$ cat src/hdl/lct_consts.svh
`ifndef LCT_CONSTS_SVH
`define LCT_CONSTS_SVH

// Register offsets on the serial port
`define LCT_ADDR_LINE_CFG_B 7'h11
`define LCT_ADDR_PERIOD_A 7'h12
`define LCT_ADDR_PERIOD_B 7'h13

// Reset values
`define LCT_RST_LINE_CFG_B 8'h00
`define LCT_RST_PERIOD 8'h00

// Line configuration field positions
`define LCT_BIT_THRESHOLD 7
`define LCT_BIT_DIRECTION 6
`define LCT_BIT_LEVEL_HI 5
`define LCT_BIT_LEVEL_LO 4
`define LCT_BIT_OD_POLARITY 3
`define LCT_BIT_TOPOLOGY 2
`define LCT_BIT_DRV_OFF 1
`define LCT_BIT_FILTER 0

// Period register field positions
`define LCT_BIT_BASE_HI 7
`define LCT_BIT_BASE_LO 6
`define LCT_BIT_MULT_HI 5
`define LCT_BIT_MULT_LO 0

// Period arithmetic, in 0.1 ms ticks
`define LCT_BASE01_OFFSET 11'h040
`define LCT_BASE10_OFFSET 11'h140
`define LCT_BASE01_SHIFT 2
`define LCT_BASE10_SHIFT 4

// Timing
`define LCT_CLK_PERIOD_NS 10
`define LCT_FILTER_TIME_NS 1300
`define LCT_FILTER_CYCLES ((`LCT_FILTER_TIME_NS + `LCT_CLK_PERIOD_NS - 1) / `LCT_CLK_PERIOD_NS)
`define LCT_TICK_TIME_NS 100000
`define LCT_TICK_CYCLES (`LCT_TICK_TIME_NS / `LCT_CLK_PERIOD_NS)

// Serial frame layout
`define LCT_FRAME_BITS 16
`define LCT_CMD_READ_BIT 7

`endif

$ cat src/hdl/lct_pkg.sv
package lct_pkg;

   // Line configuration, laid out as the register bits 7..0
   typedef struct packed {
      logic threshold_class_sel;
      logic current_direction_sel;
      logic [1:0] current_level_sel;
      logic open_drain_polarity;
      logic driver_topology_sel;
      logic line_driver_off;
      logic burst_filter_on;
   } lct_line_cfg_s;

   // Cycle period register, time-base code over multiplier
   typedef struct packed {
      logic [1:0] base;
      logic [5:0] mult;
   } lct_period_s;

   // Serial port frame phases
   typedef enum logic [2:0] {
      LCT_SPI_CMD = 3'b001,
      LCT_SPI_DATA = 3'b010,
      LCT_SPI_DONE = 3'b100
   } lct_spi_state_e;

endpackage : lct_pkg

$ cat src/hdl/lct_line_cfg_regs.sv
// Overview of operation
// - Bit 7 picks type 1 or 2/3 thresholds.
// - Bit 6 picks current source or sink.
// - Bits 5:4 pick off/5mA/2mA/150uA.
// - Bit 3 NPN/PNP, ignored in push-pull.
// - Bit 2 picks push-pull or open-drain.
// - Bit 1 disables driver, line floats.
// - Bit 0 enables 1.3us receiver glitch filter.
// - Period register: base 7:6, multiplier 5:0.
// - Base 00: multiplier times 0.1ms.
// - Base 01: 6.4ms plus multiplier times 0.4ms.
// - Base 10: 32ms plus multiplier times 1.6ms.
// - Channel B has its own period register.
`timescale 1ns/10ps
`include "lct_consts.svh"

module lct_line_cfg_regs #(
   parameter int TICK_CYCLES = `LCT_TICK_CYCLES,
   parameter int FILTER_CYCLES = `LCT_FILTER_CYCLES
) (
   input wire logic core_clk_i,
   input wire logic rstn_i,
   input wire logic spi_sclk_i,
   input wire logic spi_csn_i,
   input wire logic spi_mosi_i,
   output logic spi_miso_o,
   output logic spi_miso_oe_o,
   input wire logic period_timer_on_a_i,
   input wire logic period_timer_on_b_i,
   output logic [1:0] cycle_start_o,
   input wire logic tx_data_b_i,
   input wire logic line_pin_b_i,
   output logic line_pin_b_o,
   output logic line_pin_b_oe_o,
   output logic rx_data_b_o,
   output lct_pkg::lct_line_cfg_s line_cfg_b_o
);

   // Period of one register setting in 0.1 ms ticks; zero means no period
   function automatic logic [10:0] lct_period_ticks(input lct_pkg::lct_period_s p);
      logic [10:0] m;
      m = {5'h00, p.mult};
      unique case (p.base)
         2'b00: lct_period_ticks = m;
         2'b01: lct_period_ticks = `LCT_BASE01_OFFSET + (m << `LCT_BASE01_SHIFT);
         2'b10: lct_period_ticks = `LCT_BASE10_OFFSET + (m << `LCT_BASE10_SHIFT);
         default: lct_period_ticks = 11'h000;
      endcase
   endfunction : lct_period_ticks

   // Synchroniser stages for the serial pins
   logic sclk_s1_q, sclk_s2_q, sclk_s3_q;
   logic csn_s1_q, csn_s2_q;
   logic mosi_s1_q, mosi_s2_q;
   // Synchroniser stages for the line receiver
   logic rx_s1_q, rx_s2_q;
   // Frame state
   lct_pkg::lct_spi_state_e spi_state_q;
   logic [3:0] bit_cnt_q;
   logic [6:0] shift_in_q;
   logic [7:0] cmd_q;
   logic [7:0] rd_shift_q;
   // Register contents
   lct_pkg::lct_period_s period_q [2];
   // Glitch filter counter
   logic [7:0] filt_cnt_q;
   // Tick divider
   logic [15:0] tick_cnt_q;
   logic tick_q;
   // Decoded strobes
   logic sclk_rise, sclk_fall, wr_fire, rd_fire;
   logic [7:0] wr_data;
   logic [7:0] rd_data;

   // Edge detection uses only the second and third stages
   assign sclk_rise = sclk_s2_q & ~sclk_s3_q;
   assign sclk_fall = ~sclk_s2_q & sclk_s3_q;
   assign wr_data = {shift_in_q, mosi_s2_q};
   assign wr_fire = sclk_rise & ~csn_s2_q & (spi_state_q == lct_pkg::LCT_SPI_DATA)
      & (bit_cnt_q == 4'hf) & ~cmd_q[`LCT_CMD_READ_BIT];
   assign rd_fire = sclk_rise & ~csn_s2_q & (spi_state_q == lct_pkg::LCT_SPI_CMD) & (bit_cnt_q == 4'h7);

   // Read mux; unmapped addresses read zero
   always_comb begin
      unique case (wr_data[6:0])
         `LCT_ADDR_LINE_CFG_B: rd_data = line_cfg_b_o;
         `LCT_ADDR_PERIOD_A: rd_data = period_q[0];
         `LCT_ADDR_PERIOD_B: rd_data = period_q[1];
         default: rd_data = 8'h00;
      endcase
   end

   // Two-stage synchronisers for the pin inputs; sclk has a third stage for edge detection
   always_ff @(posedge core_clk_i or negedge rstn_i) begin
      if (!rstn_i) begin
         sclk_s1_q <= 1'b0;
         sclk_s2_q <= 1'b0;
         sclk_s3_q <= 1'b0;
         csn_s1_q <= 1'b1;
         csn_s2_q <= 1'b1;
         mosi_s1_q <= 1'b0;
         mosi_s2_q <= 1'b0;
         rx_s1_q <= 1'b0;
         rx_s2_q <= 1'b0;
      end else begin
         sclk_s1_q <= spi_sclk_i;
         sclk_s2_q <= sclk_s1_q;
         sclk_s3_q <= sclk_s2_q;
         csn_s1_q <= spi_csn_i;
         csn_s2_q <= csn_s1_q;
         mosi_s1_q <= spi_mosi_i;
         mosi_s2_q <= mosi_s1_q;
         rx_s1_q <= line_pin_b_i;
         rx_s2_q <= rx_s1_q;
      end
   end

   // Frame sequencer: command byte, then data byte
   always_ff @(posedge core_clk_i or negedge rstn_i) begin
      if (!rstn_i) begin
         spi_state_q <= lct_pkg::LCT_SPI_CMD;
         bit_cnt_q <= 4'h0;
         shift_in_q <= 7'h00;
         cmd_q <= 8'h00;
      end else if (csn_s2_q) begin
         // Deselect restarts the frame
         spi_state_q <= lct_pkg::LCT_SPI_CMD;
         bit_cnt_q <= 4'h0;
      end else if (sclk_rise) begin
         shift_in_q <= wr_data[6:0];
         bit_cnt_q <= bit_cnt_q + 4'h1;
         unique case (spi_state_q)
            lct_pkg::LCT_SPI_CMD: begin
               if (bit_cnt_q == 4'h7) begin
                  cmd_q <= wr_data;
                  spi_state_q <= lct_pkg::LCT_SPI_DATA;
               end
            end
            lct_pkg::LCT_SPI_DATA: begin
               if (bit_cnt_q == 4'hf) begin
                  spi_state_q <= lct_pkg::LCT_SPI_DONE;
               end
            end
            lct_pkg::LCT_SPI_DONE: begin
               // Extra clocks are ignored until deselect
               bit_cnt_q <= bit_cnt_q;
            end
         endcase
      end
   end

   // Read data shifter, launched on falling clock edges
   always_ff @(posedge core_clk_i or negedge rstn_i) begin
      if (!rstn_i) begin
         rd_shift_q <= 8'h00;
         spi_miso_o <= 1'b0;
         spi_miso_oe_o <= 1'b0;
      end else if (csn_s2_q) begin
         spi_miso_oe_o <= 1'b0;
         spi_miso_o <= 1'b0;
      end else if (rd_fire) begin
         rd_shift_q <= rd_data;
         spi_miso_oe_o <= wr_data[`LCT_CMD_READ_BIT];
      end else if (sclk_fall && spi_state_q == lct_pkg::LCT_SPI_DATA) begin
         spi_miso_o <= rd_shift_q[7];
         rd_shift_q <= {rd_shift_q[6:0], 1'b0};
      end
   end

   always_ff @(posedge core_clk_i or negedge rstn_i) begin
      if (!rstn_i) begin
         line_cfg_b_o <= `LCT_RST_LINE_CFG_B;
         period_q[0] <= `LCT_RST_PERIOD;
         period_q[1] <= `LCT_RST_PERIOD;
      end else if (wr_fire) begin
         unique case (cmd_q[6:0])
            `LCT_ADDR_LINE_CFG_B: line_cfg_b_o <= wr_data;
            `LCT_ADDR_PERIOD_A: period_q[0] <= wr_data;
            `LCT_ADDR_PERIOD_B: period_q[1] <= wr_data;
            default: line_cfg_b_o <= line_cfg_b_o;
         endcase
      end
   end

   // Line driver; threshold, direction and level leave as line_cfg_b_o
   // threshold class output
   always_ff @(posedge core_clk_i or negedge rstn_i) begin
      if (!rstn_i) begin
         line_pin_b_o <= 1'b0;
         line_pin_b_oe_o <= 1'b0;
      end else if (line_cfg_b_o.line_driver_off) begin
         line_pin_b_o <= 1'b0;
         line_pin_b_oe_o <= 1'b0;
      end else if (line_cfg_b_o.driver_topology_sel) begin
         line_pin_b_o <= tx_data_b_i;
         line_pin_b_oe_o <= 1'b1;
      end else if (line_cfg_b_o.open_drain_polarity) begin
         line_pin_b_o <= 1'b0;
         line_pin_b_oe_o <= ~tx_data_b_i;
      end else begin
         line_pin_b_o <= 1'b1;
         line_pin_b_oe_o <= tx_data_b_i;
      end
   end

   // Receiver glitch filter: level must hold for the filter time
   always_ff @(posedge core_clk_i or negedge rstn_i) begin
      if (!rstn_i) begin
         rx_data_b_o <= 1'b0;
         filt_cnt_q <= 8'h00;
      end else if (!line_cfg_b_o.burst_filter_on) begin
         rx_data_b_o <= rx_s2_q;
         filt_cnt_q <= 8'h00;
      end else if (rx_s2_q == rx_data_b_o) begin
         filt_cnt_q <= 8'h00;
      end else if (filt_cnt_q == 8'(FILTER_CYCLES - 1)) begin
         rx_data_b_o <= rx_s2_q;
         filt_cnt_q <= 8'h00;
      end else begin
         filt_cnt_q <= filt_cnt_q + 8'h01;
      end
   end

   // 0.1 ms tick divider
   always_ff @(posedge core_clk_i or negedge rstn_i) begin
      if (!rstn_i) begin
         tick_cnt_q <= 16'h0000;
         tick_q <= 1'b0;
      end else if (tick_cnt_q == 16'(TICK_CYCLES - 1)) begin
         tick_cnt_q <= 16'h0000;
         tick_q <= 1'b1;
      end else begin
         tick_cnt_q <= tick_cnt_q + 16'h0001;
         tick_q <= 1'b0;
      end
   end

   // Per-channel cycle timers
   logic [1:0] timer_on;
   assign timer_on = {period_timer_on_b_i, period_timer_on_a_i};

   generate
      for (genvar ch = 0; ch < 2; ch++) begin : g_timer
         logic [10:0] cnt_q;
         logic [10:0] period;
         assign period = lct_period_ticks(period_q[ch]);

         always_ff @(posedge core_clk_i or negedge rstn_i) begin
            if (!rstn_i) begin
               cnt_q <= 11'h000;
               cycle_start_o[ch] <= 1'b0;
            end else if (!timer_on[ch] || period == 11'h000) begin
               cnt_q <= 11'h000;
               cycle_start_o[ch] <= 1'b0;
            end else if (tick_q && cnt_q >= period - 11'h001) begin
               cnt_q <= 11'h000;
               cycle_start_o[ch] <= 1'b1;
            end else begin
               cnt_q <= cnt_q + {10'h000, tick_q};
               cycle_start_o[ch] <= 1'b0;
            end
         end
      end
   endgenerate

   // Helper: cycles since the last channel A pulse
   logic [23:0] gap_q;
   always_ff @(posedge core_clk_i or negedge rstn_i) begin
      if (!rstn_i) begin
         gap_q <= 24'h00_0000;
      end else if (cycle_start_o[0] || !timer_on[0]) begin
         gap_q <= 24'h00_0000;
      end else begin
         gap_q <= gap_q + 24'h00_0001;
      end
   end

   // Helper: armed after one channel A pulse, so only whole periods are judged
   logic gap_arm_q;
   always_ff @(posedge core_clk_i or negedge rstn_i) begin
      if (!rstn_i) begin
         gap_arm_q <= 1'b0;
      end else if (!timer_on[0] || (wr_fire && cmd_q[6:0] == `LCT_ADDR_PERIOD_A)) begin
         // Enable edge or new setting: the next gap may be partial
         gap_arm_q <= 1'b0;
      end else if (cycle_start_o[0]) begin
         gap_arm_q <= 1'b1;
      end
   end
endmodule : lct_line_cfg_regs

$ cat config.mk
export PLATFORM = sky130hd
export DESIGN_NAME = lct_line_cfg_regs
export DESIGN_NICKNAME = d
export VERILOG_FILES = /design/src/hdl/lct_pkg.sv /design/src/hdl/lct_line_cfg_regs.sv
export VERILOG_INCLUDE_DIRS = /design/src /design/src/hdl
export SDC_FILE = /design/constraint.sdc
export NUM_CORES = 1
export LEC_CHECK = 0
export ABC_AREA = 1
export BUFFER_PORTS_ARGS = -buffer_cell sky130_fd_sc_hd__buf_4
export CORE_ASPECT_RATIO = 0.9
export CORE_UTILIZATION = 40
export CTS_CLUSTER_SIZE = 40
export DETAILED_ROUTE_END_ITERATION = 10
export GPL_ROUTABILITY_DRIVEN = 0
export PLACE_DENSITY_LB_ADDON = 0.3
export SLEW_MARGIN = 20
export SYNTH_ARGS = -nofsm -noshare
export SYNTH_HDL_FRONTEND = slang
export SYNTH_SLANG_ARGS = --single-unit
$ cat constraint.sdc
create_clock -name core_clk_i -period 2.6 [get_ports core_clk_i]
set_input_delay 0.39 -clock core_clk_i [delete_from_list [all_inputs] [get_ports core_clk_i]]
set_output_delay 0.39 -clock core_clk_i [all_outputs]
set_load 0.02 [all_outputs]
# Word-level counts from Yosys, hierarchy flattened
# Cells that the tools add are included.
classes:
  order_cmp: 2
  n_bitwise: 13
  mux: 40
  eq_ne: 24
  reduce_logical: 26
  n_addsub: 11
op_table:
  columns: ["cell", "n"]
  rows:
  - ["11-bit case mux with 3 select lines", 2]
  - ["11-bit 2-to-1 mux", 4]
  - ["7-bit by 5-bit == test with 1-bit output, second input constant", 6]
  - ["8-bit 2-to-1 mux", 5]
  - ["8-bit case mux with 3 select lines", 1]
  - ["11-bit by 1-bit adder with 11-bit output", 2]
  - ["9-bit by 10-bit adder with 11-bit output, first input constant", 2]
  - ["11-bit greater-or-equal comparator", 2]
  - ["11-bit zero test", 2]
  - ["11-bit by 1-bit subtractor with 11-bit output, second input constant", 2]
  - ["1-bit 2-to-1 mux", 19]
  - ["7-bit by 8-bit adder with 9-bit output, first input constant", 2]
  - ["16-bit by 1-bit adder with 16-bit output, second input constant", 1]
  - ["16-bit by 14-bit == test with 1-bit output, second input constant", 1]
  - ["16-bit 2-to-1 mux", 1]
  - ["2-bit AND reduction", 8]
  - ["3-bit 2-to-1 mux", 4]
  - ["4-bit 2-to-1 mux", 3]
  - ["8-bit by 1-bit adder with 8-bit output, second input constant", 1]
  - ["1-bit AND", 8]
  - ["8-bit == test, second input constant", 1]
  - ["4-bit AND reduction", 2]
  - ["2-bit nonzero test", 4]
  - ["2-bit inequality test, second input constant", 3]
  - ["19 further kinds", 30]
word_totals:
  word_cells: 153
  ff_bits: 117
  in_bits: 9

# Longest topological paths before layout
# Gate-level depths: netlist of run 1.
depth:
  depth_word: 7
  ltp_mapped: 21
  depth_no_buf: 20

# Worst setup path before layout of run 1
# Ideal clock, no wire load.
synth_timing:
  path_kind: "register to register"
  startpoint: "register period_q[14] (netlist bit)"
  endpoint: "register g_timer[0].cnt_q[0]"
  path_slack_ns: -0.115
  t_arrival_ns: 2.644
  stages_incl_launch_ff: 22
  setup_time_ns: 0.072
  path_buffers: 2
  required_time_ns: 2.528
  cell_sequence: "dfrtp_1 buf_4 inv_1 nand2_1 nor2_1 inv_1 ha_1 nand3_1 nor2_2 nand3_2 nor2_1 nor2_1 nor2_1 ha_1 a21oi_1 nand2_1 o21ai_0 inv_1 nand2_1 clkbuf_1 nand2_1 nor2_1"
synth_via:
  elab_chain_len: 7
  elab_cells_between_ends: 11
synth_rtl:
  columns: ["element", "line_no", "source"]
  rows:
  - ["start, declared", "lct_line_cfg_regs.sv:64", "lct_pkg::lct_period_s period_q [2];"]
  - ["2-bit == test (tied with other cells)", "lct_line_cfg_regs.sv:43", "unique case (p.base)"]
  - ["11-bit case mux with 3 select lines *", "lct_line_cfg_regs.sv:43", null]
  - ["11-bit by 1-bit subtractor with 11-bit output", "lct_line_cfg_regs.sv:255", "end else if (tick_q && cnt_q >= period - 11'h001) begin"]
  - ["11-bit greater-or-equal comparator", "lct_line_cfg_regs.sv:255", null]
  - ["1-bit logical AND", "lct_line_cfg_regs.sv:255", null]
  - ["11-bit 2-to-1 mux", "lct_line_cfg_regs.sv:255", null]
  - ["11-bit 2-to-1 mux *", "lct_line_cfg_regs.sv:252", "end else if (!timer_on[ch] || period == 11'h000) begin"]
  - ["end signal, assigned", "lct_line_cfg_regs.sv:259", "cnt_q <= cnt_q + {10'h000, tick_q};"]
  - ["end, declared", "lct_line_cfg_regs.sv:244", "logic [10:0] cnt_q;"]
# Mark *: on every way between the ends. The rest lies on a longest branch, timed or not.
# A chain may end at the register's enable or synchronous reset.

# Worst setup path in the final report of run 1
layout_timing:
  startpoint: "register period_q[7] (netlist bit)"
  endpoint: "register g_timer[1].cnt_q[1]"
layout_via:
  elab_chain_len: 7
  elab_cells_between_ends: 11
layout_rtl:
  columns: ["element", "line_no"]
  rows:
  - ["2-bit == test (tied with other cells)", "lct_line_cfg_regs.sv:43"]
  - ["11-bit case mux with 3 select lines *", "lct_line_cfg_regs.sv:43"]
  - ["11-bit by 1-bit subtractor with 11-bit output", "lct_line_cfg_regs.sv:255"]
  - ["11-bit greater-or-equal comparator", "lct_line_cfg_regs.sv:255"]
  - ["1-bit logical AND", "lct_line_cfg_regs.sv:255"]
  - ["11-bit 2-to-1 mux", "lct_line_cfg_regs.sv:255"]
  - ["11-bit 2-to-1 mux *", "lct_line_cfg_regs.sv:252"]
  - ["end signal, assigned", "lct_line_cfg_regs.sv:259"]
  - ["end, declared", "lct_line_cfg_regs.sv:244"]
# Marks and branches as above.

==> flow_summary.html, run 1 <==
<table>
<tr><th>Metric</th><th>Value</th></tr>
<tr><th colspan="2">Outcome</th></tr>
<tr><td>Run status</td><td>finished, violations left</td></tr>
<tr><td>Violations in the final reports</td><td>setup timing</td></tr>
<tr><th colspan="2">Critical path</th></tr>
<tr><td>Critical Path End Type</td><td>register</td></tr>
<tr><td>Crit path DAT</td><td>2.96 ns</td></tr>
<tr><td>Cells traversed along the worst timing path</td><td>nor2_4 -&gt; nand2_2 -&gt; ha_4 -&gt; nand3_4 -&gt; nor2_4 -&gt; nand3_4 -&gt; nor2_2 -&gt; nor2_1 -&gt; nor2_1 -&gt; ha_1 -&gt; a21oi_2 -&gt; nand2_1 -&gt; nor2_1 -&gt; nand2_1 -&gt; nand2_2 -&gt; clkbuf_16 -&gt; nand2_2 -&gt; nor2_1</td></tr>
<tr><td>Library cell contributing the largest single delay on the critical path</td><td>dfrtp_2</td></tr>
<tr><td>Kind of critical path</td><td>register to register</td></tr>
<tr><td>Critical path's top delay family</td><td>simple AND/OR/NAND/NOR gates</td></tr>
<tr><td>Worst EP required</td><td>2.95 ns</td></tr>
<tr><td>Total stage count of the critical path</td><td>18</td></tr>
<tr><td>Worst path max stage delay</td><td>0.45 ns</td></tr>
<tr><td>Most repeated library cell on the critical path</td><td>nor2_1</td></tr>
<tr><td>Critical path fanouts, max</td><td>6</td></tr>
<tr><td>Count of cells along the worst register-to-register path</td><td>18</td></tr>
<tr><td>Crit start category</td><td>register</td></tr>
<tr><td>Count of buffer and inverter cells on the critical path</td><td>1</td></tr>
<tr><th colspan="2">Worst hold path</th></tr>
<tr><td>Hold path depth</td><td>1</td></tr>
<tr><td>Class of the tightest hold or removal check</td><td>primary input to register</td></tr>
<tr><th colspan="2">Drt</th></tr>
<tr><td>Drc violations</td><td>0</td></tr>
<tr><td>Wire length per cell after detailed routing</td><td>13.1 µm</td></tr>
<tr><td>Vias</td><td>6,087</td></tr>
<tr><td>Initial detailed-routing violation count</td><td>285</td></tr>
<tr><td>First-pass iteration count of the detailed router</td><td>5</td></tr>
<tr><td>Via-to-Cell Ratio</td><td>4.99</td></tr>
<tr><td>Final routed wirelength across all metal layers</td><td>16,000 µm</td></tr>
<tr><td>ANT nets after route</td><td>0</td></tr>
<tr><th colspan="2">Yosys</th></tr>
<tr><td>Synthesized area</td><td>6940 µm²</td></tr>
<tr><td>Cell accounting for the most synthesized area</td><td>dfrtp_1</td></tr>
<tr><td>Yosys warnings</td><td>0</td></tr>
<tr><td>Unique cell type count in the Yosys netlist</td><td>42</td></tr>
<tr><td>Portion of netlist area occupied by mux cells</td><td>0.00162</td></tr>
<tr><td>Avg Inst Size Synth</td><td>7.74 µm²</td></tr>
<tr><td>Sequential area share after synthesis</td><td>0.422</td></tr>
<tr><td>Simple-gate share of the synthesized area</td><td>0.305</td></tr>
<tr><td>Most area-consuming cells after synthesis</td><td>dfrtp_1 41%, nand2_1 12%, ha_1 6.8%</td></tr>
<tr><td>Share of the synthesized area in the top cell type</td><td>0.411</td></tr>
<tr><td>Async S/R FF share, synth</td><td>1.00</td></tr>
<tr><td>Dominant combinational cell family by area after synthesis</td><td>simple AND/OR/NAND/NOR gates</td></tr>
<tr><td>Post-synthesis share of cell area spent on xor and xnor gates</td><td>0.0479</td></tr>
<tr><td>Register bit count reported by yosys</td><td>117</td></tr>
<tr><td>Compound-gate portion of the synthesized area</td><td>0.0742</td></tr>
<tr><td>Arithmetic-cell share of the synthesized area counting full adders, half adders and majority gates</td><td>0.0685</td></tr>
<tr><td>Syn_nets</td><td>944</td></tr>
<tr><td>Commonest register cell after synthesis</td><td>dfrtp_1</td></tr>
<tr><td>EDFF count, synth</td><td>0</td></tr>
<tr><td>Cell count after synthesis</td><td>897</td></tr>
<tr><th colspan="2">Power</th></tr>
<tr><td>Power Density</td><td>505 nW/µm²</td></tr>
<tr><td>Cell internal pwr</td><td>3.19 mW</td></tr>
<tr><td>VDD IR max</td><td>460 µV</td></tr>
<tr><td>Clock power share</td><td>0.508</td></tr>
<tr><td>Total design power</td><td>4.38 mW</td></tr>
<tr><td>Power spent charging and discharging nets</td><td>1.19 mW</td></tr>
<tr><td>Comb power frac</td><td>0.058</td></tr>
<tr><td>Switching part of the total power</td><td>0.271</td></tr>
<tr><td>Static leakage</td><td>4.39 nW</td></tr>
<tr><td>Part of the power in registers</td><td>0.434</td></tr>
<tr><th colspan="2">Clock network</th></tr>
<tr><td>CTS tree</td><td>yes</td></tr>
<tr><td>Cell at the root of the clock tree</td><td>clkbuf_16</td></tr>
<tr><td>CTS H-Tree Depth</td><td>4</td></tr>
<tr><td>Clock Sink Count</td><td>117</td></tr>
<tr><td>Largest buffer count on any clock path</td><td>2</td></tr>
<tr><td>Later-pin clock latency in the skew report</td><td>0.43 ns</td></tr>
<tr><td>TritonCTS buffer count</td><td>17</td></tr>
<tr><td>Post-CTS clock slew at the launch and capture registers of the worst setup and hold paths</td><td>0.06 ns</td></tr>
<tr><th colspan="2">Final layout</th></tr>
<tr><td>Fraction of layout cells with a size suffix above 1</td><td>0.213</td></tr>
<tr><td>Count of non-filler cells in the finished layout</td><td>1,219</td></tr>
<tr><td>Final std cell area, no fill</td><td>8680 µm²</td></tr>
<tr><td>Footprint of the flip-flops and latches</td><td>2940 µm²</td></tr>
<tr><td>Synthesis-to-finish area growth</td><td>25.1%</td></tr>
<tr><td>Multi-input gate area</td><td>3820 µm²</td></tr>
<tr><td>Nets@finish</td><td>1,018</td></tr>
<tr><td>Number of fill cells in the layout</td><td>1,586</td></tr>
<tr><td>Antenna fix cells</td><td>0</td></tr>
<tr><th colspan="2">Timing</th></tr>
<tr><td>Final worst hold slack</td><td>0.0625 ns</td></tr>
<tr><td>Final clock skew</td><td>0.00883 ns</td></tr>
<tr><td>Timing-limited maximum frequency</td><td>383 MHz</td></tr>
<tr><td>Worst slew margin relative to its limit</td><td>0.466</td></tr>
<tr><td>Least-Margin Pin Slew</td><td>0.794 ns</td></tr>
<tr><td>Unrepaired setup endpoints after global routing</td><td>true</td></tr>
<tr><td>Final count of pins violating max slew</td><td>0</td></tr>
<tr><td>Hold violation count in the final report</td><td>0</td></tr>
<tr><td>Setup ws final</td><td>-0.00807 ns</td></tr>
<tr><td>Final setup violation count</td><td>1</td></tr>
<tr><td>Part of the cycle the worst path needs</td><td>1.00</td></tr>
<tr><td>Final period demand of the worst path</td><td>2.61 ns</td></tr>
<tr><th colspan="2">Floorplanning</th></tr>
<tr><td>Initial cell density of the core</td><td>0.410</td></tr>
<tr><td>Die Width</td><td>141 µm</td></tr>
<tr><td>Floorplan Core Area</td><td>16,900 µm²</td></tr>
<tr><td>Die height</td><td>127 µm</td></tr>
<tr><td>I/O pin total</td><td>24</td></tr>
<tr><td>Standard-cell rows</td><td>45</td></tr>
<tr><td>Die area</td><td>17,900 µm²</td></tr>
<tr><th colspan="2">Global routing</th></tr>
<tr><td>Congestion Overflow GR</td><td>0</td></tr>
<tr><td>Total routing resource utilization after global routing</td><td>0.185</td></tr>
<tr><td>Pin count of the biggest net entering global routing</td><td>47</td></tr>
<tr><td>Antenna violations before repair</td><td>0</td></tr>
<tr><td>Via count of the first global-routing pass</td><td>5,643</td></tr>
<tr><td>Global-route wire length before repair</td><td>26,200 µm</td></tr>
<tr><th colspan="2">Placement</th></tr>
<tr><td>Cell Count Post-Placement</td><td>1,168</td></tr>
<tr><td>Cell area reported after detailed placement</td><td>7560 µm²</td></tr>
<tr><td>Port Buf Inserts</td><td>23</td></tr>
<tr><td>DPL Wire Length</td><td>10,800 µm</td></tr>
<tr><th colspan="2">Flow run</th></tr>
<tr><td>Max_cap viols</td><td>0</td></tr>
</table>
synth_stat cells (6+ instances only):
| cell | n |
|---|---|
| nand2_1 | 218 |
| dfrtp_1 | 114 |
| inv_1 | 110 |
| nor2_1 | 96 |
| nand3_1 | 87 |
| o21ai_0 | 52 |
| ha_1 | 38 |
| xor2_1 | 32 |
| nor3_1 | 30 |
| a21oi_1 | 27 |
| nand4_1 | 11 |
| nor2_2 | 7 |
| buf_2 | 6 |
| xnor2_1 | 6 |
worst register-to-register path: cells and delay by family, from the launching register on:
kind / cells / cell delay (ns)
buffers and inverters: 1 / 0.18
and+or+nand+nor: 14 / 1.27
AOI/OAI and AO/OA: 1 / 0.12
DFF: 1 / 0.45
adders and majority gates: 2 / 0.51
metal layers:
| layer | part of all wire | vias up | track usage |
|---|---|---|---|
| met5 | 0 | - | 0 |
| met3 | 0.038 | 20 | 0.0341 |
| met4 | 0.013 | 0 | 0.0665 |
| met1 | 0.48 | 2889 | 0.246 |
| li1 | - | 3061 | - |
| met2 | 0.47 | 117 | 0.301 |
final cells by class:
class                      count  share of cell area
sequential                   117               0.338
clock inverter                15              0.0153
timing repair buffer          72              0.0736
inverter                     115              0.0503
clock buffer                  17              0.0490
multi-input combinational    648               0.440
tap                          235              0.0339
repair_timing:
item | CTS | global route
gates cloned | 0 | 2
setup endpoints to repair | 24 | 24
resized for setup | 1 | 111
buffers inserted | 4 | 12
hold endpoints to repair | 37 | 0
hold buffers | 1 | 0
pin swaps | 2 | 37
power groups by stage:
stage               Combinational, mW  Sequential (mW)  Clock [mW]
floorplan                       0.146             1.93           0
detailed placement              0.254             1.94           0
global route                    0.287             1.91        2.34
global placement                0.251             1.93           0
finish                          0.253             1.90        2.23
CTS                             0.256             1.90        2.28
cell usage in the layout (no fill, tap or decap), drive strengths merged, types with 2 or more instances in the layout:
cell / instances
dfrtp: 114
nand3: 92
clkbuf: 19
clkinv: 4
a21oi: 28
o21ai: 55
o21bai: 2
nand2: 220
xnor2: 6
nand3b: 6
a21o: 3
nor3: 32
and3: 4
nor2: 103
inv: 125
o31ai: 2
dfstp: 3
buf: 69
nand4: 11
xor2: 32
ha: 38
nor4: 7
cell families (layout without fill, tap and decap cells):
| group | after synthesis | in the layout |
|---|---|---|
| DFF | 117 | 117 |
| buffers and inverters | 132 | 219 |
| AOI/OAI and AO/OA | 94 | 94 |
| adders and majority gates | 38 | 38 |
| muxes | 1 | 1 |
| xor gates and xnor gates | 38 | 38 |
| and+or+nand+nor | 477 | 477 |
state kept, by name (all words and copies together), names as in the netlist, 2 cells and up:
name and cells:
period_q 16, filt_cnt_q 8, cmd_q 8, shift_in_q 7, tick_cnt_q 16, line_cfg_b_o 8
rd_shift_q 8, cycle_start_o 2, bit_cnt_q 4, g_timer.cnt_q 22, spi_state_q 3
final timing paths:
check / start / slack [ns] / end
setup / recovery: period_q[7]$_DFFE_PN0P_ / -0.008 / g_timer[1].cnt_q[1]$_DFF_PN0_
hold / removal: spi_csn_i / 0.06 / csn_s1_q$_DFF_PN1_
setup reg to reg: period_q[7]$_DFFE_PN0P_ / -0.008 / g_timer[1].cnt_q[1]$_DFF_PN0_
hold reg to reg: rx_s1_q$_DFF_PN0_ / 0.35 / rx_s2_q$_DFF_PN0_
max in group asynchronous: rstn_i / 1.40 / csn_s1_q$_DFF_PN1_
min in group asynchronous: rstn_i / 0.50 / filt_cnt_q[4]$_DFF_PN0_
per-stage QoR:
step | setup WS, ns | TNS, ns | util
after global routing | -0.234 | -4.63 | 0.512
after detailed placement | -0.0486 | -0.670 | 0.446
after global placement | 0.0608 | 0 | 0.446
after floorplan | 0.00508 | 0 | -
after CTS | -0.00584 | -0.00584 | 0.482
final | -0.00807 | -0.00807 | 0.512
Power figures use the tool's default switching activity.
==> run 2, diff against run 1 <==
--- a/config.mk
+++ b/config.mk
@@ -6,7 +6,6 @@
 export SDC_FILE = /design/constraint.sdc
 export NUM_CORES = 1
 export LEC_CHECK = 0
-export ABC_AREA = 1
 export BUFFER_PORTS_ARGS = -buffer_cell sky130_fd_sc_hd__buf_4
 export CORE_ASPECT_RATIO = 0.9
 export CORE_UTILIZATION = 40
==> run 2 against run 1 <==
Compared with the run above: the flow still finishes with violations (setup timing); total power grew 5.3%; design area shrank 2.1%; clock power grew 11%; worst hold slack lost 0.039 ns; routed wire length shrank 9.5%; die area shrank 5.9%; synthesized area shrank 5.9%.
==> flow_summary.html, run 2 <==
<table>
<tr><th>Metric</th><th>Value</th></tr>
<tr><th colspan="2">Final layout</th></tr>
<tr><td>Multi-input gate area</td><td>3800 µm² (-0.56%)</td></tr>
<tr><td>Top reg by flops</td><td>g_timer.cnt_q</td></tr>
<tr><td>Antenna fix cells</td><td>0 (unchanged)</td></tr>
<tr><td>Regs by FF count</td><td>g_timer.cnt_q: 22 flops, period_q: 16 flops, tick_cnt_q: 16 flops</td></tr>
<tr><td>Synthesis-to-finish area growth</td><td>30.1%</td></tr>
<tr><td>Nets@finish</td><td>789 (-22%)</td></tr>
<tr><td>Number of flip-flops under the largest register name</td><td>22 (unchanged)</td></tr>
<tr><td>Most common library cell in the layout ignoring fill and taps</td><td>dfrtp_1</td></tr>
<tr><td>Number of fill cells in the layout</td><td>1,325 (-16%)</td></tr>
<tr><td>Count of non-filler cells in the finished layout</td><td>957 (-21%)</td></tr>
<tr><td>Top library cells by usage in the layout, fill and taps aside</td><td>109 x dfrtp_1, 97 x buf_4, 69 x nand2_1</td></tr>
<tr><td>Fraction of layout cells with a size suffix above 1</td><td>0.339 (+0.126)</td></tr>
<tr><td>Footprint of the flip-flops and latches</td><td>2940 µm² (about the same)</td></tr>
<tr><th colspan="2">Power</th></tr>
<tr><td>Clock power share</td><td>0.535 (+0.027)</td></tr>
<tr><td>Cell internal pwr</td><td>3.53 mW (+11%)</td></tr>
<tr><td>Comb power frac</td><td>0.032 (-0.026)</td></tr>
<tr><td>VDD IR max</td><td>678 µV (+47%)</td></tr>
<tr><td>Switching part of the total power</td><td>0.235 (-0.0366)</td></tr>
<tr><td>Part of the power in registers</td><td>0.434 (about the same)</td></tr>
<tr><td>Static leakage</td><td>4.02 nW (-8.5%)</td></tr>
<tr><td>Power Density</td><td>543 nW/µm² (+7.6%)</td></tr>
<tr><td>Power spent charging and discharging nets</td><td>1.08 mW (-8.9%)</td></tr>
<tr><td>Total design power</td><td>4.61 mW (+5.3%)</td></tr>
<tr><th colspan="2">Floorplanning</th></tr>
<tr><td>Standard-cell rows</td><td>43 (-4.4%)</td></tr>
<tr><td>Die Width</td><td>137 µm (-3.0%)</td></tr>
<tr><td>Floorplan Core Area</td><td>15,700 µm² (-7.6%)</td></tr>
<tr><td>Initial cell density of the core</td><td>0.417 (+0.00741)</td></tr>
<tr><td>Die height</td><td>123 µm (-3.0%)</td></tr>
<tr><td>Die area</td><td>16,800 µm² (-5.9%)</td></tr>
<tr><td>I/O pin total</td><td>24 (unchanged)</td></tr>
<tr><th colspan="2">Yosys</th></tr>
<tr><td>Synthesized area</td><td>6530 µm² (-5.9%)</td></tr>
<tr><td>Async S/R FF share, synth</td><td>1.00 (unchanged)</td></tr>
<tr><td>Most used standard cell by instance count after synthesis</td><td>dfrtp_1</td></tr>
<tr><td>Yosys warnings</td><td>0 (unchanged)</td></tr>
<tr><td>Cell accounting for the most synthesized area</td><td>dfrtp_1</td></tr>
<tr><td>Register bit count reported by yosys</td><td>117 (unchanged)</td></tr>
<tr><td>EDFF count, synth</td><td>0 (unchanged)</td></tr>
<tr><td>Cell count after synthesis</td><td>648 (-28%)</td></tr>
<tr><td>Avg Inst Size Synth</td><td>10.1 µm² (+30%)</td></tr>
<tr><td>Unique cell type count in the Yosys netlist</td><td>59 (+40%)</td></tr>
<tr><td>Sequential area share after synthesis</td><td>0.449 (+0.0267)</td></tr>
<tr><td>Share of the synthesized area in the top cell type</td><td>0.437 (+0.0260)</td></tr>
<tr><td>Commonest register cell after synthesis</td><td>dfrtp_1</td></tr>
<tr><td>Syn_nets</td><td>695 (-26%)</td></tr>
<tr><td>Most area-consuming cells after synthesis</td><td>dfrtp_1 44%, ha_1 7.3%, mux2_2 6.9%</td></tr>
<tr><td>Top cells by instance count after synthesis</td><td>114 x dfrtp_1, 72 x nand2_1, 55 x nor2_1</td></tr>
<tr><th colspan="2">Flow run</th></tr>
<tr><td>Max_cap viols</td><td>0 (unchanged)</td></tr>
<tr><th colspan="2">Outcome</th></tr>
<tr><td>Violations in the final reports</td><td>setup timing</td></tr>
<tr><td>Run status</td><td>finished, violations left</td></tr>
<tr><th colspan="2">Timing</th></tr>
<tr><td>Final period demand of the worst path</td><td>2.91 ns (+0.302 ns)</td></tr>
<tr><td>Unrepaired setup endpoints after global routing</td><td>true</td></tr>
<tr><td>Final setup violation count</td><td>24 (+23)</td></tr>
<tr><td>Final count of pins violating max slew</td><td>0 (unchanged)</td></tr>
<tr><td>Setup ws final</td><td>-0.310 ns (-0.302 ns)</td></tr>
<tr><td>Final clock skew</td><td>0.00907 ns (+0.000234 ns)</td></tr>
<tr><td>Least-Margin Pin Slew</td><td>0.751 ns (-0.0428 ns)</td></tr>
<tr><td>Timing-limited maximum frequency</td><td>344 MHz (-10%)</td></tr>
<tr><td>Hold violation count in the final report</td><td>0 (unchanged)</td></tr>
<tr><td>Part of the cycle the worst path needs</td><td>1.12 (+0.116)</td></tr>
<tr><td>Worst slew margin relative to its limit</td><td>0.499 (+0.0331)</td></tr>
<tr><td>Final worst hold slack</td><td>0.0233 ns (-0.0392 ns)</td></tr>
<tr><th colspan="2">Clock network</th></tr>
<tr><td>CTS tree</td><td>yes</td></tr>
<tr><td>Later-pin clock latency in the skew report</td><td>0.42 ns (about the same)</td></tr>
<tr><td>Clock Sink Count</td><td>117 (unchanged)</td></tr>
<tr><td>Largest buffer count on any clock path</td><td>2 (unchanged)</td></tr>
<tr><td>Cell at the root of the clock tree</td><td>clkbuf_16</td></tr>
<tr><td>Post-CTS clock slew at the launch and capture registers of the worst setup and hold paths</td><td>0.06 ns (about the same)</td></tr>
<tr><td>CTS H-Tree Depth</td><td>4 (unchanged)</td></tr>
<tr><td>TritonCTS buffer count</td><td>17 (unchanged)</td></tr>
<tr><td>Number of buffers inserted by hold repair at cts</td><td>0 (-1)</td></tr>
<tr><th colspan="2">Critical path</th></tr>
<tr><td>Count of buffer and inverter cells on the critical path</td><td>2 (+1)</td></tr>
<tr><td>Critical path fanouts, max</td><td>6 (unchanged)</td></tr>
<tr><td>Crit path DAT</td><td>3.20 ns (+0.24 ns)</td></tr>
<tr><td>Worst EP required</td><td>2.89 ns (-0.06 ns)</td></tr>
<tr><td>Critical Path End Type</td><td>register</td></tr>
<tr><td>Cells traversed along the worst timing path</td><td>inv_2 -&gt; ha_4 -&gt; a2bb2oi_2 -&gt; or4b_4 -&gt; nor3b_2 -&gt; xor2_1 -&gt; ha_1 -&gt; and3_4 -&gt; nand3_4 -&gt; o21ai_4 -&gt; buf_6 -&gt; nor3_2</td></tr>
<tr><td>Crit start category</td><td>register</td></tr>
<tr><td>Critical path's top delay family</td><td>simple AND/OR/NAND/NOR gates</td></tr>
<tr><td>Worst path max stage delay</td><td>0.49 ns (+0.04 ns)</td></tr>
<tr><td>Kind of critical path</td><td>register to register</td></tr>
<tr><td>Library cell contributing the largest single delay on the critical path</td><td>or4b_4</td></tr>
<tr><th colspan="2">Placement</th></tr>
<tr><td>DPL Wire Length</td><td>9940 µm (-8.3%)</td></tr>
<tr><td>Cell Count Post-Placement</td><td>913 (-22%)</td></tr>
<tr><td>Port Buf Inserts</td><td>23 (unchanged)</td></tr>
<tr><th colspan="2">Global routing</th></tr>
<tr><td>Via count of the first global-routing pass</td><td>5,066 (-10%)</td></tr>
<tr><td>Total routing resource utilization after global routing</td><td>0.187 (+0.00276)</td></tr>
<tr><td>Global-route wire length before repair</td><td>24,500 µm (-6.8%)</td></tr>
<tr><td>Congestion Overflow GR</td><td>0 (unchanged)</td></tr>
<tr><td>Pin count of the biggest net entering global routing</td><td>54 (+15%)</td></tr>
<tr><td>Antenna violations before repair</td><td>0 (unchanged)</td></tr>
<tr><th colspan="2">Drt</th></tr>
<tr><td>First-pass iteration count of the detailed router</td><td>4 (-1)</td></tr>
<tr><td>Vias</td><td>4,998 (-18%)</td></tr>
<tr><td>Wire length per cell after detailed routing</td><td>15.1 µm (+15%)</td></tr>
<tr><td>Final routed wirelength across all metal layers</td><td>14,400 µm (-9.5%)</td></tr>
<tr><td>Via-to-Cell Ratio</td><td>5.22 (+4.6%)</td></tr>
<tr><td>Initial detailed-routing violation count</td><td>276 (-3.2%)</td></tr>
<tr><td>Drc violations</td><td>0 (unchanged)</td></tr>
<tr><td>ANT nets after route</td><td>0 (unchanged)</td></tr>
<tr><th colspan="2">Worst hold path</th></tr>
<tr><td>Class of the tightest hold or removal check</td><td>primary input to async pin</td></tr>
</table>
run 2: cell types whose count changed after synthesis, sizes merged, moves of 8 or more:
cell    delta
clkbuf    +15
nand3     -66
a21oi      -8
inv       -98
nand2    -148
nor2      -48
and3       +8
nand2b     +9
o21ai     -42
xnor2     +25
mux2      +39
nor2b     +10
a22o      +10
mux2i     +10
run 2: timing repair:
item,4_1_cts,5_1_grt
setup buffers,6,5
endpoints found under the setup margin,24,24
gates cloned,1,0
pin swaps,7,18
resized for setup,23,41
run 2: layout make-up:
cell class | count | share of cell area
inverters | 17 | 0.00751
well taps | 202 | 0.0297
flip-flops and latches | 117 | 0.346
repair buffers | 105 | 0.0966
clock buffers | 20 | 0.0537
multi-input cells | 484 | 0.447
clock inverters | 12 | 0.0197
run 2: kinds of logic after synthesis:
kind of cell	synth area share
xor+xnor	0.0778
fa+ha+maj	0.0728
simple gates	0.197
compound gates	0.0901
mux	0.0843
flops	0.449
buf+inv	0.0293
run 2: worst register-to-register path, cell delays in order (launching register included):
cell	delay (ns)
dfrtp_1	0.44
inv_2	0.07
ha_4	0.26
a2bb2oi_2	0.14
or4b_4	0.49
nor3b_2	0.19
xor2_1	0.09
ha_1	0.36
and3_4	0.22
nand3_4	0.07
o21ai_4	0.26
buf_6	0.17
nor3_2	0.04
run 2: path summary, 6_finish.rpt:
path                                                from  slack [ns]                       endpoint  cells after the start
worst max-delay path            period_q[12]$_DFFE_PN0P_       -0.31  g_timer[0].cnt_q[2]$_DFF_PN0_                     12
worst max register to register  period_q[12]$_DFFE_PN0P_       -0.31  g_timer[0].cnt_q[2]$_DFF_PN0_                     12
max in group asynchronous                         rstn_i        1.86       period_q[13]$_DFFE_PN0P_                      2
min in group core_clk_i                       spi_sclk_i        0.08            sclk_s1_q$_DFF_PN0_                      1
worst min register to register       sclk_s1_q$_DFF_PN0_        0.35            sclk_s2_q$_DFF_PN0_                      0
worst min-delay path                              rstn_i        0.02  g_timer[1].cnt_q[7]$_DFF_PN0_                      1
run 2: stage by stage:
stage / setup WS (ns) / setup TNS (ns) / util / cell area, µm²
2_1_floorplan: -0.172 / -1.77 / - / 6690
6_report: -0.310 / -4.47 / 0.543 / 8500
4_1_cts: -0.237 / -3.23 / 0.527 / 8260
3_3_place_gp: -0.253 / -3.55 / 0.479 / 7490
3_5_place_dp: -0.439 / -7.07 / 0.479 / 7490
5_1_grt: -0.439 / -8.10 / 0.543 / 8500
run 2: metal layers:
metal / up-vias / GRT usage / wire [µm]
li1: 2469 / - / -
met1: 2465 / 0.243 / 6860
met2: 51 / 0.312 / 7090
met3: 13 / 0.0406 / 344
met4: 0 / 0.0597 / 145
met5: - / 0 / 0
run 2: power groups by stage:
stage	Sequential (mW)	Clock, mW	Combinational [mW]
after floorplan	1.97	0	0.0984
after global placement	2.03	0	0.143
after detailed placement	2.03	0	0.149
after CTS	2.00	2.52	0.150
after global routing	2.01	2.60	0.164
final	2.00	2.47	0.145
